==> config.mk <==
export PLATFORM = sky130hd
export DESIGN_NAME = rbs_bank_select
export DESIGN_NICKNAME = d
export VERILOG_FILES = /design/src/include/rbs_pkg.sv /design/src/include/rbs_sync_if.sv /design/src/hw/rbs_bank_select.sv /design/src/hw/rbs_sync.sv
export SDC_FILE = /design/constraint.sdc
export NUM_CORES = 1
export LEC_CHECK = 0
export BUFFER_PORTS_ARGS = -buffer_cell sky130_fd_sc_hd__buf_2
export CORE_MARGIN = 4
export CORE_UTILIZATION = 51
export DETAILED_ROUTE_END_ITERATION = 16
export GPL_ROUTABILITY_DRIVEN = 0
export PLACE_DENSITY_LB_ADDON = 0.3
export REMOVE_ABC_BUFFERS = 1
export SLEW_MARGIN = 10
export SYNTH_ARGS = -nofsm -noshare
export SYNTH_HDL_FRONTEND = slang
export SYNTH_SLANG_ARGS = --single-unit
==> constraint.sdc <==
create_clock -name clk_sys_in -period 3.6 [get_ports clk_sys_in]
set_input_delay 1.08 -clock clk_sys_in [delete_from_list [all_inputs] [get_ports clk_sys_in]]
set_output_delay 1.08 -clock clk_sys_in [all_outputs]
set_load 0.01 [all_outputs]
==> src/include/rbs_pkg.sv <==
package rbs_pkg;
  // Register map
  localparam logic [6:0] RBS_ADDR_BANK_SEL = 7'h00;
  localparam logic [6:0] RBS_ADDR_CLOCK_SETTING_ONE = 7'h02;
  localparam logic [7:0] RBS_BANK_SEL_RST = 8'h11;
  localparam logic [7:0] RBS_CLOCK_SETTING_ONE_RST = 8'h1f;
  // Bank-select fields and the clock-stable flag bit of register 0x02
  localparam int RBS_B3_EN_BIT = 7;
  localparam int RBS_B2_EN_BIT = 6;
  localparam int RBS_B1_EN_BIT = 5;
  localparam int RBS_B0_EN_BIT = 4;
  localparam int RBS_CLK_DONE_BIT = 7;
  localparam logic [3:0] RBS_BANK0 = 4'h1;
  localparam logic [3:0] RBS_BANK1 = 4'h2;
  localparam logic [3:0] RBS_BANK2 = 4'h4;
  localparam logic [3:0] RBS_BANK3 = 4'h8;
  // Bank index encoding
  typedef enum logic [1:0]
  {
    RBS_IDX0 = 2'b00,
    RBS_IDX1 = 2'b01,
    RBS_IDX2 = 2'b10,
    RBS_IDX3 = 2'b11
  } rbs_idx_t;
endpackage

==> src/include/rbs_sync_if.sv <==
`timescale 1ns/1ps
interface rbs_sync_if;
  logic raw;
  logic synced;
  modport sync (input raw, output synced);
  modport user (output raw, input synced);
endinterface

==> src/hw/rbs_bank_select.sv <==
// Behaviour
// - After reset the bank-select register reads 0x11.
// - Bit 7 enables access to bank three registers and resets to 0.
// - Bit 6 enables access to bank two registers and resets to 0.
// - Bit 5 enables access to bank one registers and resets to 0.
// - Bit 4 enables access to bank zero registers and resets to 1.
// - The low nibble picks the active bank one-hot and resets to bank zero.
// - Accesses are taken before clocks are stable; RF-status ones are the host's to defer.
// - Bank zero register 0x02 bit 7 is a read-only clock-stable flag, reset 0.
`timescale 1ns/1ps
module rbs_bank_select
  import rbs_pkg::*;
(
  // Clock and reset
  input wire logic clk_sys_in,
  input wire logic arst_n_in,
  // Register access from serial port
  input wire logic [6:0] addr_in,
  input wire logic [7:0] wdata_in,
  input wire logic wr_en_in,
  input wire logic rd_en_in,
  // Status from clock generator pin
  input wire logic clk_stable_in,
  // Read data and bank routing
  output logic [7:0] rdata_out,
  output logic rvalid_out,
  output logic [3:0] bank_out,
  output logic [3:0] bank_access_enable_out,
  output logic bank_ext_hit_out,
  output logic [1:0] bank_idx_out
);
  rbs_sync_if stable_if ();
  logic [7:0] bank_access_select;
  logic [4:0] clock_setting_one;
  logic [7:0] rdata;
  logic rvalid;
  logic ext_hit;
  logic [1:0] idx;
  logic [7:0] next_bank_access_select;
  logic [4:0] next_clock_setting_one;
  logic [7:0] next_rdata;
  logic next_rvalid;
  logic next_ext_hit;
  logic [1:0] next_idx;
  logic sel_hit;
  logic clk_hit;
  logic cur_en;
  rbs_idx_t cur_idx;

  assign stable_if.raw = clk_stable_in;

  rbs_sync u_stable_sync
  (
    .clk_sys_in(clk_sys_in),
    .arst_n_in(arst_n_in),
    .port_if(stable_if)
  );

  always_comb
  begin
    // Codes other than one-hot route as bank zero
    case (bank_access_select[3:0])
      RBS_BANK1: cur_idx = RBS_IDX1;
      RBS_BANK2: cur_idx = RBS_IDX2;
      RBS_BANK3: cur_idx = RBS_IDX3;
      default: cur_idx = RBS_IDX0;
    endcase
    cur_en = bank_access_select[RBS_B0_EN_BIT + int'(cur_idx)];
    sel_hit = (addr_in == RBS_ADDR_BANK_SEL);
    clk_hit = cur_en && (cur_idx == RBS_IDX0) && (addr_in == RBS_ADDR_CLOCK_SETTING_ONE);
    next_bank_access_select = bank_access_select;
    next_clock_setting_one = clock_setting_one;
    next_rdata = 8'h00;
    next_rvalid = rd_en_in;
    next_ext_hit = 1'b0;
    next_idx = cur_idx;
    if (wr_en_in)
    begin
      if (sel_hit)
      begin
        next_bank_access_select = wdata_in;
      end
      else if (clk_hit)
      begin
        next_clock_setting_one = wdata_in[4:0];
      end
      else
      begin
        next_ext_hit = cur_en;
      end
    end
    else if (rd_en_in)
    begin
      if (sel_hit)
      begin
        next_rdata = bank_access_select;
      end
      else if (clk_hit)
      begin
        next_rdata = {stable_if.synced, 2'b00, clock_setting_one};
      end
      else
      begin
        next_ext_hit = cur_en;
      end
    end
  end

  always_ff @(posedge clk_sys_in or negedge arst_n_in)
  begin
    if (!arst_n_in)
    begin
      bank_access_select <= RBS_BANK_SEL_RST;
      clock_setting_one <= RBS_CLOCK_SETTING_ONE_RST[4:0];
      rdata <= 8'h00;
      rvalid <= 1'b0;
      ext_hit <= 1'b0;
      idx <= 2'b00;
    end
    else
    begin
      bank_access_select <= next_bank_access_select;
      clock_setting_one <= next_clock_setting_one;
      rdata <= next_rdata;
      rvalid <= next_rvalid;
      ext_hit <= next_ext_hit;
      idx <= next_idx;
    end
  end

  assign rdata_out = rdata;
  assign rvalid_out = rvalid;
  assign bank_out = bank_access_select[3:0];
  assign bank_access_enable_out = bank_access_select[7:4];
  assign bank_ext_hit_out = ext_hit;
  assign bank_idx_out = idx;
endmodule

==> src/hw/rbs_sync.sv <==
`timescale 1ns/1ps
module rbs_sync
  import rbs_pkg::*;
(
  // Clock and reset
  input wire logic clk_sys_in,
  input wire logic arst_n_in,
  // Level
  rbs_sync_if.sync port_if
);
  logic stage1;
  logic stage2;
  logic next_stage1;
  logic next_stage2;

  always_comb
  begin
    next_stage1 = port_if.raw;
    next_stage2 = stage1;
  end

  always_ff @(posedge clk_sys_in or negedge arst_n_in)
  begin
    if (!arst_n_in)
    begin
      stage1 <= 1'b0;
      stage2 <= 1'b0;
    end
    else
    begin
      stage1 <= next_stage1;
      stage2 <= next_stage2;
    end
  end

  assign port_if.synced = stage2;
endmodule

Yosys cells after proc, flatten, opt, wreduce, memory -nomap -nowiden --
Index checks and enable logic that the tools add are counted.
Word-level totals: register bits 27, word-level logic and storage cells 33, output and inout port bits 20, input bits 20
Operators by class: bitwise logic cells 1, muxes and demuxes 12, equal/unequal tests 4, order comparisons 1, $add $sub $neg 1, reductions and logical operators 6
Operators with widths (number):
- $mux 8 | 4
- $eq 7x2->1 const B | 1
- $logic_not 7->1 | 1
- $mux 1 | 6
- $pmux 2 s3 | 1
- $add 3x2->4 const A | 1
- $eq 4x2->1 const B | 1
- $eq 4x3->1 const B | 1
- $eq 4x4->1 const B | 1
- $lt 4x4->1 const B | 1
- $bmux 1 s3 | 1
- $reduce_and 3->1 | 1
- $logic_and 1x1->1 | 2
- $logic_not 2->1 | 1
- $reduce_and 2->1 | 1
- $not 1->1 | 1

Longest topological paths before layout --
Gate-level depths: netlist of run 1.
depth after elaboration 12, mapped depth 5, gate-level depth less buffers 4

Cells and area by module --
A second synthesis of run 1 with hierarchy kept.
Second synthesis, totals: cell total of the unflattened synthesis 91, area, all modules 1214.9 sq um
Modules (own cells, without submodules):
- rbs_bank_select | sequential area each 634.4 sq um, instances 1, area an instance 1164.9 sq um, cells each 89
- rbs_sync | sequential area each 50.0 sq um, instances 1, area an instance 50.0 sq um, cells each 2

Worst setup path before layout of run 1 --
No wires, ideal clock.
path type input port to flip-flop, from in addr_in[5], to reg clock_setting_one[0], path slack 957 ps, stages on the path 4, buffers on the path 0, required time 3518 ps, setup time 82 ps, arrival time 2561 ps, cell sequence or4_4 nor4b_4 o2111ai_4 mux2_2
Between the ends: word-level cells in the longest chain between the ends 3, elaborated cells between the ends (all ways) 5, those cells by class eq/ne (1); bitwise (1); reduce/logical (3)
Ends and longest elaborated chain:
- from (decl) | RTL line rbs_bank_select.sv:18 | input wire logic [6:0] addr_in,
- $eq 7x2->1 / $logic_not 7->1 (equally long branches) | RTL line rbs_bank_select.sv:70, rbs_bank_select.sv:69
- $logic_and 1x1->1 / $not 1->1 (equally long branches)
- $reduce_and 3->1 (no source line) (*)
- to (signal assigned) | RTL line rbs_bank_select.sv:114 | clock_setting_one <= RBS_CLOCK_SETTING_ONE_RST[4:0];
- to (signal assigned) | RTL line rbs_bank_select.sv:123 | clock_setting_one <= next_clock_setting_one;
- to (decl) | RTL line rbs_bank_select.sv:34 | logic [4:0] clock_setting_one;
Mark *: on every way between the ends. The rest lies on a longest branch, timed or not. A chain may end at the register's enable or synchronous reset.

Worst setup path after layout of run 1 --
from in addr_in[5], to reg clock_setting_one[4]
Same word-level chain as after synthesis.

==> key figures, run 1 <==
Status
  – Status: completed

Detailed routing
  – DR WL/cell: 15.64 um
  – Drt total wl: 2456 um
  – Drt pass-1 iters: 4
  – Vias per inst: 5.866
  – DR vias: 921
  – ANT nets after route: 0
  – DRC Markers: 0
  – Starting DRC count in detailed routing: 15

Critical path
  – CP arrival: 2800 ps
  – Cell at the slowest stage of the critical path: or4_4
  – Largest stage delay, worst path: 570 ps
  – R2R depth: 4
  – Reg2reg setup slack: 1620 ps
  – RR Startpoint: bank_access_select[1]
  – Ordered cell list for the critical path: buf_2 > or4_4 > nor4b_4 > o2111ai_4 > mux2_2
  – R2r endpoint: clock_setting_one[4]
  – Crit path launch: addr_in[5]
  – Startpoint types: input pin
  – Crit Path Class: input pin to flop
  – CP Capture Type: flop
  – Critical Path RT: 3860 ps
  – Worst setup path endpoint: clock_setting_one[4]
  – Maximum fanout along the worst path: 7

Final layout
  – Share of cells above drive strength 1: 51.94%
  – N_diodes: 0
  – Nets@finish: 150
  – Multi-input gate area: 498.0 um^2
  – FF+latch area: 684.4 um^2
  – Fillers: 190
  – Fin cells: 157
  – Area Growth Syn to Fin: 20.86%

Yosys
  – Post-Synthesis Cell Area: 1194 um^2
  – Ys flop type: dfrtp_1
  – #FFs+latches synth: 27
  – Synth Instances: 88
  – Asr flop ratio synth: 100.0%
  – Synth Warn #: 0
  – Share of Yosys cell area claimed by the top area cell type: 41.93%
  – Area contributors post-synth: dfrtp_1 42%, dfstp_2 15%, mux2_2 10%, o2111ai_1 4.4%, a21oi_1 2.5%
  – Area leader, netlist: dfrtp_1
  – Share of the yosys chip area belonging to registers: 57.34%
  – Syn Area/Cell: 13.56 um^2
  – Post-synth EDFFs: 0
  – Yosys cell types: 31

STA
  – Slew HR: 46.19%
  – Final hold violations: 0
  – Period minus WS final: 2533 ps
  – Fmax: 394.8 MHz
  – Final setup viols: 0
  – RSZ-0062 raised after global routing: no
  – Max-slew violation count: 0
  – Final period util: 70.36%
  – Setup TNS: 0 ps
  – Clock Skew: 5.087 ps
  – Least-Margin Pin Slew: 798.4 ps

CTS
  – Clk pin slew, worst setup/hold paths: 130 ps
  – TritonCTS Buffers: 3
  – Clock sinks: 27
  – Postcts setup bufs: 0
  – CTS tree: done
  – Clock root cell: clkbuf_4
  – CTS Hold Buffers Added: 0
  – Post-cts resize count: 0
  – Htree depth: 1
  – Worst-Skew Late Latency: 320 ps
  – Longest Clk Path Bufs: 2

GRT
  – Initial antenna violation count: 0
  – GRT Total Usage: 16.45%
  – Largest net degree at the start of global routing: 28
  – Vias in the first global route: 892
  – First-pass GRT wire length: 4077 um
  – Overflow after GRT: 0

Power and ir drop
  – Pwr per Cell Area: 373.6 nW/um^2
  – Switching share of power: 26.71%
  – Lkg Pwr: 0.6946 nW
  – P_sw: 0.1439 mW
  – Max IR drop VDD: 0.3368 mV
  – Internal: 0.3950 mW
  – Seq pwr share: 62.2%
  – Comb pwr share: 14.3%
  – Clk pwr share: 23.5%

Floorplan
  – Die W: 56.38 um
  – Die area: 3179 um^2
  – Chip height: 56.38 um
  – Row cnt: 17
  – IO Pins: 40
  – Core area: 2212 um^2
  – Initial core utilization: 53.96%

Placement
  – Post-Place Cells: 153
  – HPWL Detailed: 1904 um
  – PortBufs: 39

Hold path
  – Tightest Hold Check Type: flop to flop

Flow run
  – Max_cap viols: 0
-- stage by stage --
stage | area [um^2] | setup WS [ps] | hold slack [ps] | power [mW] | utilization, %
detailed placement | 1416 | 716.5 | 346.5 | 0.4189 | 64.03
CTS | 1443 | 1073 | 376.2 | 0.5445 | 65.21
global route | 1443 | 1020 | 382.0 | 0.5656 | 65.21
floorplan | 1186 | 956.6 | 331.2 | 0.3758 | -
finish | 1443 | 1067 | 371.0 | 0.5389 | 65.21
global placement | 1416 | 750.0 | 331.1 | 0.4154 | 64.03
-- state kept, by name, indices dropped and copies added, names as in the netlist --
register	flops
bank_ext_hit_out	1
clock_setting_one	5
u_stable_sync.port_if.synced	1
rdata_out	8
rvalid_out	1
u_stable_sync.next_stage2	1
bank_idx_out	2
bank_access_select	8
-- synthesized netlist by cell type (2+ instances only) --
cell        n
nor2_1      2
o32ai_1     2
dfrtp_1    20
a21oi_1     6
dfstp_2     7
mux2_2     11
nand3b_1    2
o2111ai_1   6
clkbuf_1    2
and3_1      2
nand2_1     7
mux2_1      2
-- critical path, delay by kind of cell --
family,cells,cell delay (ps)
AO/OA/AOI/OAI,1,250
buffers and inverters,1,100
multiplexers,1,320
AND/OR/NAND/NOR,2,1040
-- cell families (layout without fill, tap and decap cells) --
| kind of cell | Yosys count | in the layout | synth area share, % |
|---|---|---|---|
| muxes | 13 | 13 | 12.26 |
| xor gates and xnor gates | 2 | 2 | 1.468 |
| buffers and inverters | 3 | 44 | 0.9433 |
| and+or+nand+nor | 23 | 23 | 13.63 |
| AOI/OAI and AO/OA | 20 | 20 | 14.36 |
| DFF | 27 | 27 | 57.34 |
-- power by group through the flow --
stage	sequential (mW)	combinational (mW)	clock [mW]
2_1_floorplan	0.344	0.0322	0
3_3_place_gp	0.340	0.0757	0
3_5_place_dp	0.340	0.0785	0
4_1_cts	0.335	0.0788	0.131
5_1_grt	0.338	0.0849	0.143
6_report	0.335	0.0771	0.126
-- cells in the final DEF, fill, tap and decap left out, drive strengths merged, types with 2 or more instances in the layout --
cell type  Yosys  routed
a21oi          7       7
dfstp          7       7
nand2          8       8
nor2           2       2
o2111ai        7       7
nand3b         2       2
dfrtp         20      20
nor4           2       2
buf            0      39
clkbuf         2       4
mux2          13      13
and3           2       2
nor4b          2       2
o32ai          2       2
-- worst min-delay path by stage --
stage	from	depth (start not counted)	to
2_1_floorplan	u_stable_sync.next_stage2	0	u_stable_sync.port_if.synced
3_3_place_gp	u_stable_sync.next_stage2	0	u_stable_sync.port_if.synced
3_5_place_dp	u_stable_sync.next_stage2	0	u_stable_sync.port_if.synced
4_1_cts	u_stable_sync.next_stage2	0	u_stable_sync.port_if.synced
5_1_grt	u_stable_sync.next_stage2	0	u_stable_sync.port_if.synced
6_report	u_stable_sync.next_stage2	0	u_stable_sync.port_if.synced
-- layer usage --
metal  up-vias  track usage [%]  part of all wire, %
li1        420                -                    -
met1       441            19.67                   39
met2        51            26.38                   48
met3         9            3.678                  8.7
met4         0            10.85                  4.0
met5         -                0                    0
-- area by class of cell --
class / instances / share of cell area (%)
Timing Repair Buffer: 39 / 13.53
Multi-Input combinational cell: 58 / 34.52
Inverter: 1 / 0.2602
Tap cell: 28 / 2.428
Clock buffer: 4 / 1.821
Sequential cell: 27 / 47.44
No activity file was read; power rests on OpenSTA's default activity.
==> run 2: changes to the inputs <==
- CORE_UTILIZATION: 51 -> 44
- clock period: 3.6 -> 2.13 ns (I/O delays scaled with it)
==> run 2 against run 1 <==
Against the previous run:
- sequential share of layout area decreased by 1.2 points
- design area rose by 2.5%
- core utilization down 6.6 points
- die area rose by 14%
- via count shrank 1.6%
- global-route usage is 0.23 points higher
- first-iteration DRC count is 27% higher
- clock skew grew 3.7 ps
==> key figures, run 2 (same netlist as run 1, synthesis figures left out) <==
GRT
  – GRT Total Usage: 16.67% (was 16.45%)
  – First-pass GRT wire length: 4457 um (was 4077 um)
  – Largest net degree at the start of global routing: 28 (unchanged)
  – Initial antenna violation count: 0 (unchanged)
  – Overflow after GRT: 0 (unchanged)
  – Vias in the first global route: 960 (was 892)

STA
  – Final hold violations: 0 (unchanged)
  – Slew HR: 62.32% (was 46.19%)
  – Period minus WS final: 1946 ps
  – Max-slew violation count: 0 (unchanged)
  – Fmax: 513.8 MHz
  – Least-Margin Pin Slew: 565.2 ps (was 798.4 ps)
  – RSZ-0062 raised after global routing: no (unchanged)
  – Setup ws final: 183.9 ps (was 1067 ps)
  – Final setup viols: 0 (unchanged)
  – Clock Skew: 8.787 ps (was 5.087 ps)
  – Final period util: 91.37%
  – Setup TNS: 0 ps (unchanged)

Placement
  – HPWL Detailed: 2008 um (was 1904 um)
  – PortBufs: 39 (unchanged)
  – DP Worst Slack: -162.7 ps (was 716.5 ps)
  – Post-Place Cells: 159 (was 153)

Final layout
  – Area Growth Syn to Fin: 23.90% (was 20.86%)
  – Nets@finish: 154 (was 150)
  – Multi-input gate area: 498.0 um^2 (unchanged)
  – Fillers: 215 (was 190)
  – N_diodes: 0 (unchanged)
  – FF+latch area: 684.4 um^2 (unchanged)
  – Commonest non-fill, non-tap cell in the layout: buf_2 (unchanged)
  – Commonest cells after routing, fill and taps aside: 39 x buf_2, 20 x dfrtp_1, 11 x mux2_2 (unchanged)
  – Share of cells above drive strength 1: 54.14% (was 51.94%)
  – Fin cells: 163 (was 157)

Detailed routing
  – Starting DRC count in detailed routing: 19 (was 15)
  – ANT nets after route: 0 (unchanged)
  – Drt pass-1 iters: 4 (unchanged)
  – Drt total wl: 2546 um (was 2456 um)
  – DRC Markers: 0 (unchanged)
  – DR vias: 906 (was 921)
  – DR WL/cell: 15.62 um (was 15.64 um)
  – Vias per inst: 5.558 (was 5.866)

CTS
  – Worst-Skew Late Latency: 330 ps (was 320 ps)
  – Clk pin slew, worst setup/hold paths: 150 ps (was 130 ps)
  – Post-cts resize count: 0 (unchanged)
  – Clock root cell: clkbuf_4 (unchanged)
  – Clock sinks: 27 (unchanged)
  – TritonCTS Buffers: 3 (unchanged)
  – Longest Clk Path Bufs: 2 (unchanged)
  – Postcts setup bufs: 0 (unchanged)
  – Htree depth: 1 (unchanged)
  – CTS Hold Buffers Added: 0 (unchanged)
  – CTS tree: done (unchanged)

Hold path
  – Tightest Hold Check Type: input pin to asynchronous set/reset pin (was flop to flop)

Floorplan
  – IO Pins: 40 (unchanged)
  – Die W: 60.09 um (was 56.38 um)
  – Row cnt: 18 (was 17)
  – Chip height: 60.09 um (was 56.38 um)
  – Core area: 2522 um^2 (was 2212 um^2)
  – Die area: 3610 um^2 (was 3179 um^2)
  – Initial core utilization: 47.32% (was 53.96%)

Critical path
  – CP Capture Type: flop (unchanged)
  – Crit path launch: addr_in[5] (unchanged)
  – CP arrival: 2190 ps (was 2800 ps)
  – RR Startpoint: bank_access_select[2] (was bank_access_select[1])
  – Crit Path Class: input pin to flop (unchanged)
  – Maximum fanout along the worst path: 6 (was 7)
  – Startpoint types: input pin (unchanged)
  – Critical Path RT: 2380 ps (was 3860 ps)

Power and ir drop
  – Max IR drop VDD: 0.4025 mV (was 0.3368 mV)
  – Pwr per Cell Area: 623.7 nW/um^2 (was 373.6 nW/um^2)
  – Lkg Pwr: 0.7153 nW (was 0.6946 nW)

Flow run
  – Max_cap viols: 0 (unchanged)

Status
  – Status: completed (unchanged)
==> run 2: worst paths after layout <==
check	cells after the start	end	slack (ps)
min reg2reg	0	u_stable_sync.port_if.synced	370
max in group asynchronous	1	clock_setting_one[3]	1460
max	6	rdata_out[1]	180
min	1	rdata_out[6]	280
min in group clk_sys_in	0	u_stable_sync.port_if.synced	370
max reg2reg	4	clock_setting_one[4]	300
==> run 2: worst max-delay path, stage by stage <==
cell and delay, ps:
buf_2 100, or4_4 580, nor4b_4 320, buf_4 200, o2111ai_1 140, a21oi_1 220
==> run 2: report_power, final <==
part / internal (mW) / leakage (nW) / switching, mW / total (mW)
Sequential: 0.540 / 0.341 / 0.0276 / 0.567
Clock: 0.0718 / 0.0139 / 0.149 / 0.221
Combinational: 0.0572 / 0.360 / 0.0768 / 0.134
Total: 0.669 / 0.715 / 0.254 / 0.922
==> run 2: area by class of cell <==
type / instances / area share (%)
flip-flops and latches: 27 / 46.28
inverters: 1 / 0.2538
clock inverters: 1 / 0.5076
multi-input cells: 58 / 33.67
well taps: 30 / 2.538
repair buffers: 43 / 15.23
clock buffers: 3 / 1.523
==> run 2: metal layers <==
metal	vias to the layer above	global-route usage (%)	share of wire, %
met5	-	0	0
met3	6	2.592	7.0
met4	0	8.544	1.9
li1	423	-	-
met1	445	21.40	40
met2	32	27.01	51
==> run 2: per-stage QoR <==
step                utilization [%]  hold slack (ps)  power (mW)  instance area (um^2)
floorplan                         -            331.2      0.6351                  1186
global placement              57.44            331.7      0.7063                  1449
detailed placement            57.44            345.0      0.7127                  1449
CTS                           58.63            301.2      0.9353                  1479
global route                  58.63            321.5      0.9747                  1479
finish                        58.63            276.2      0.9224                  1479
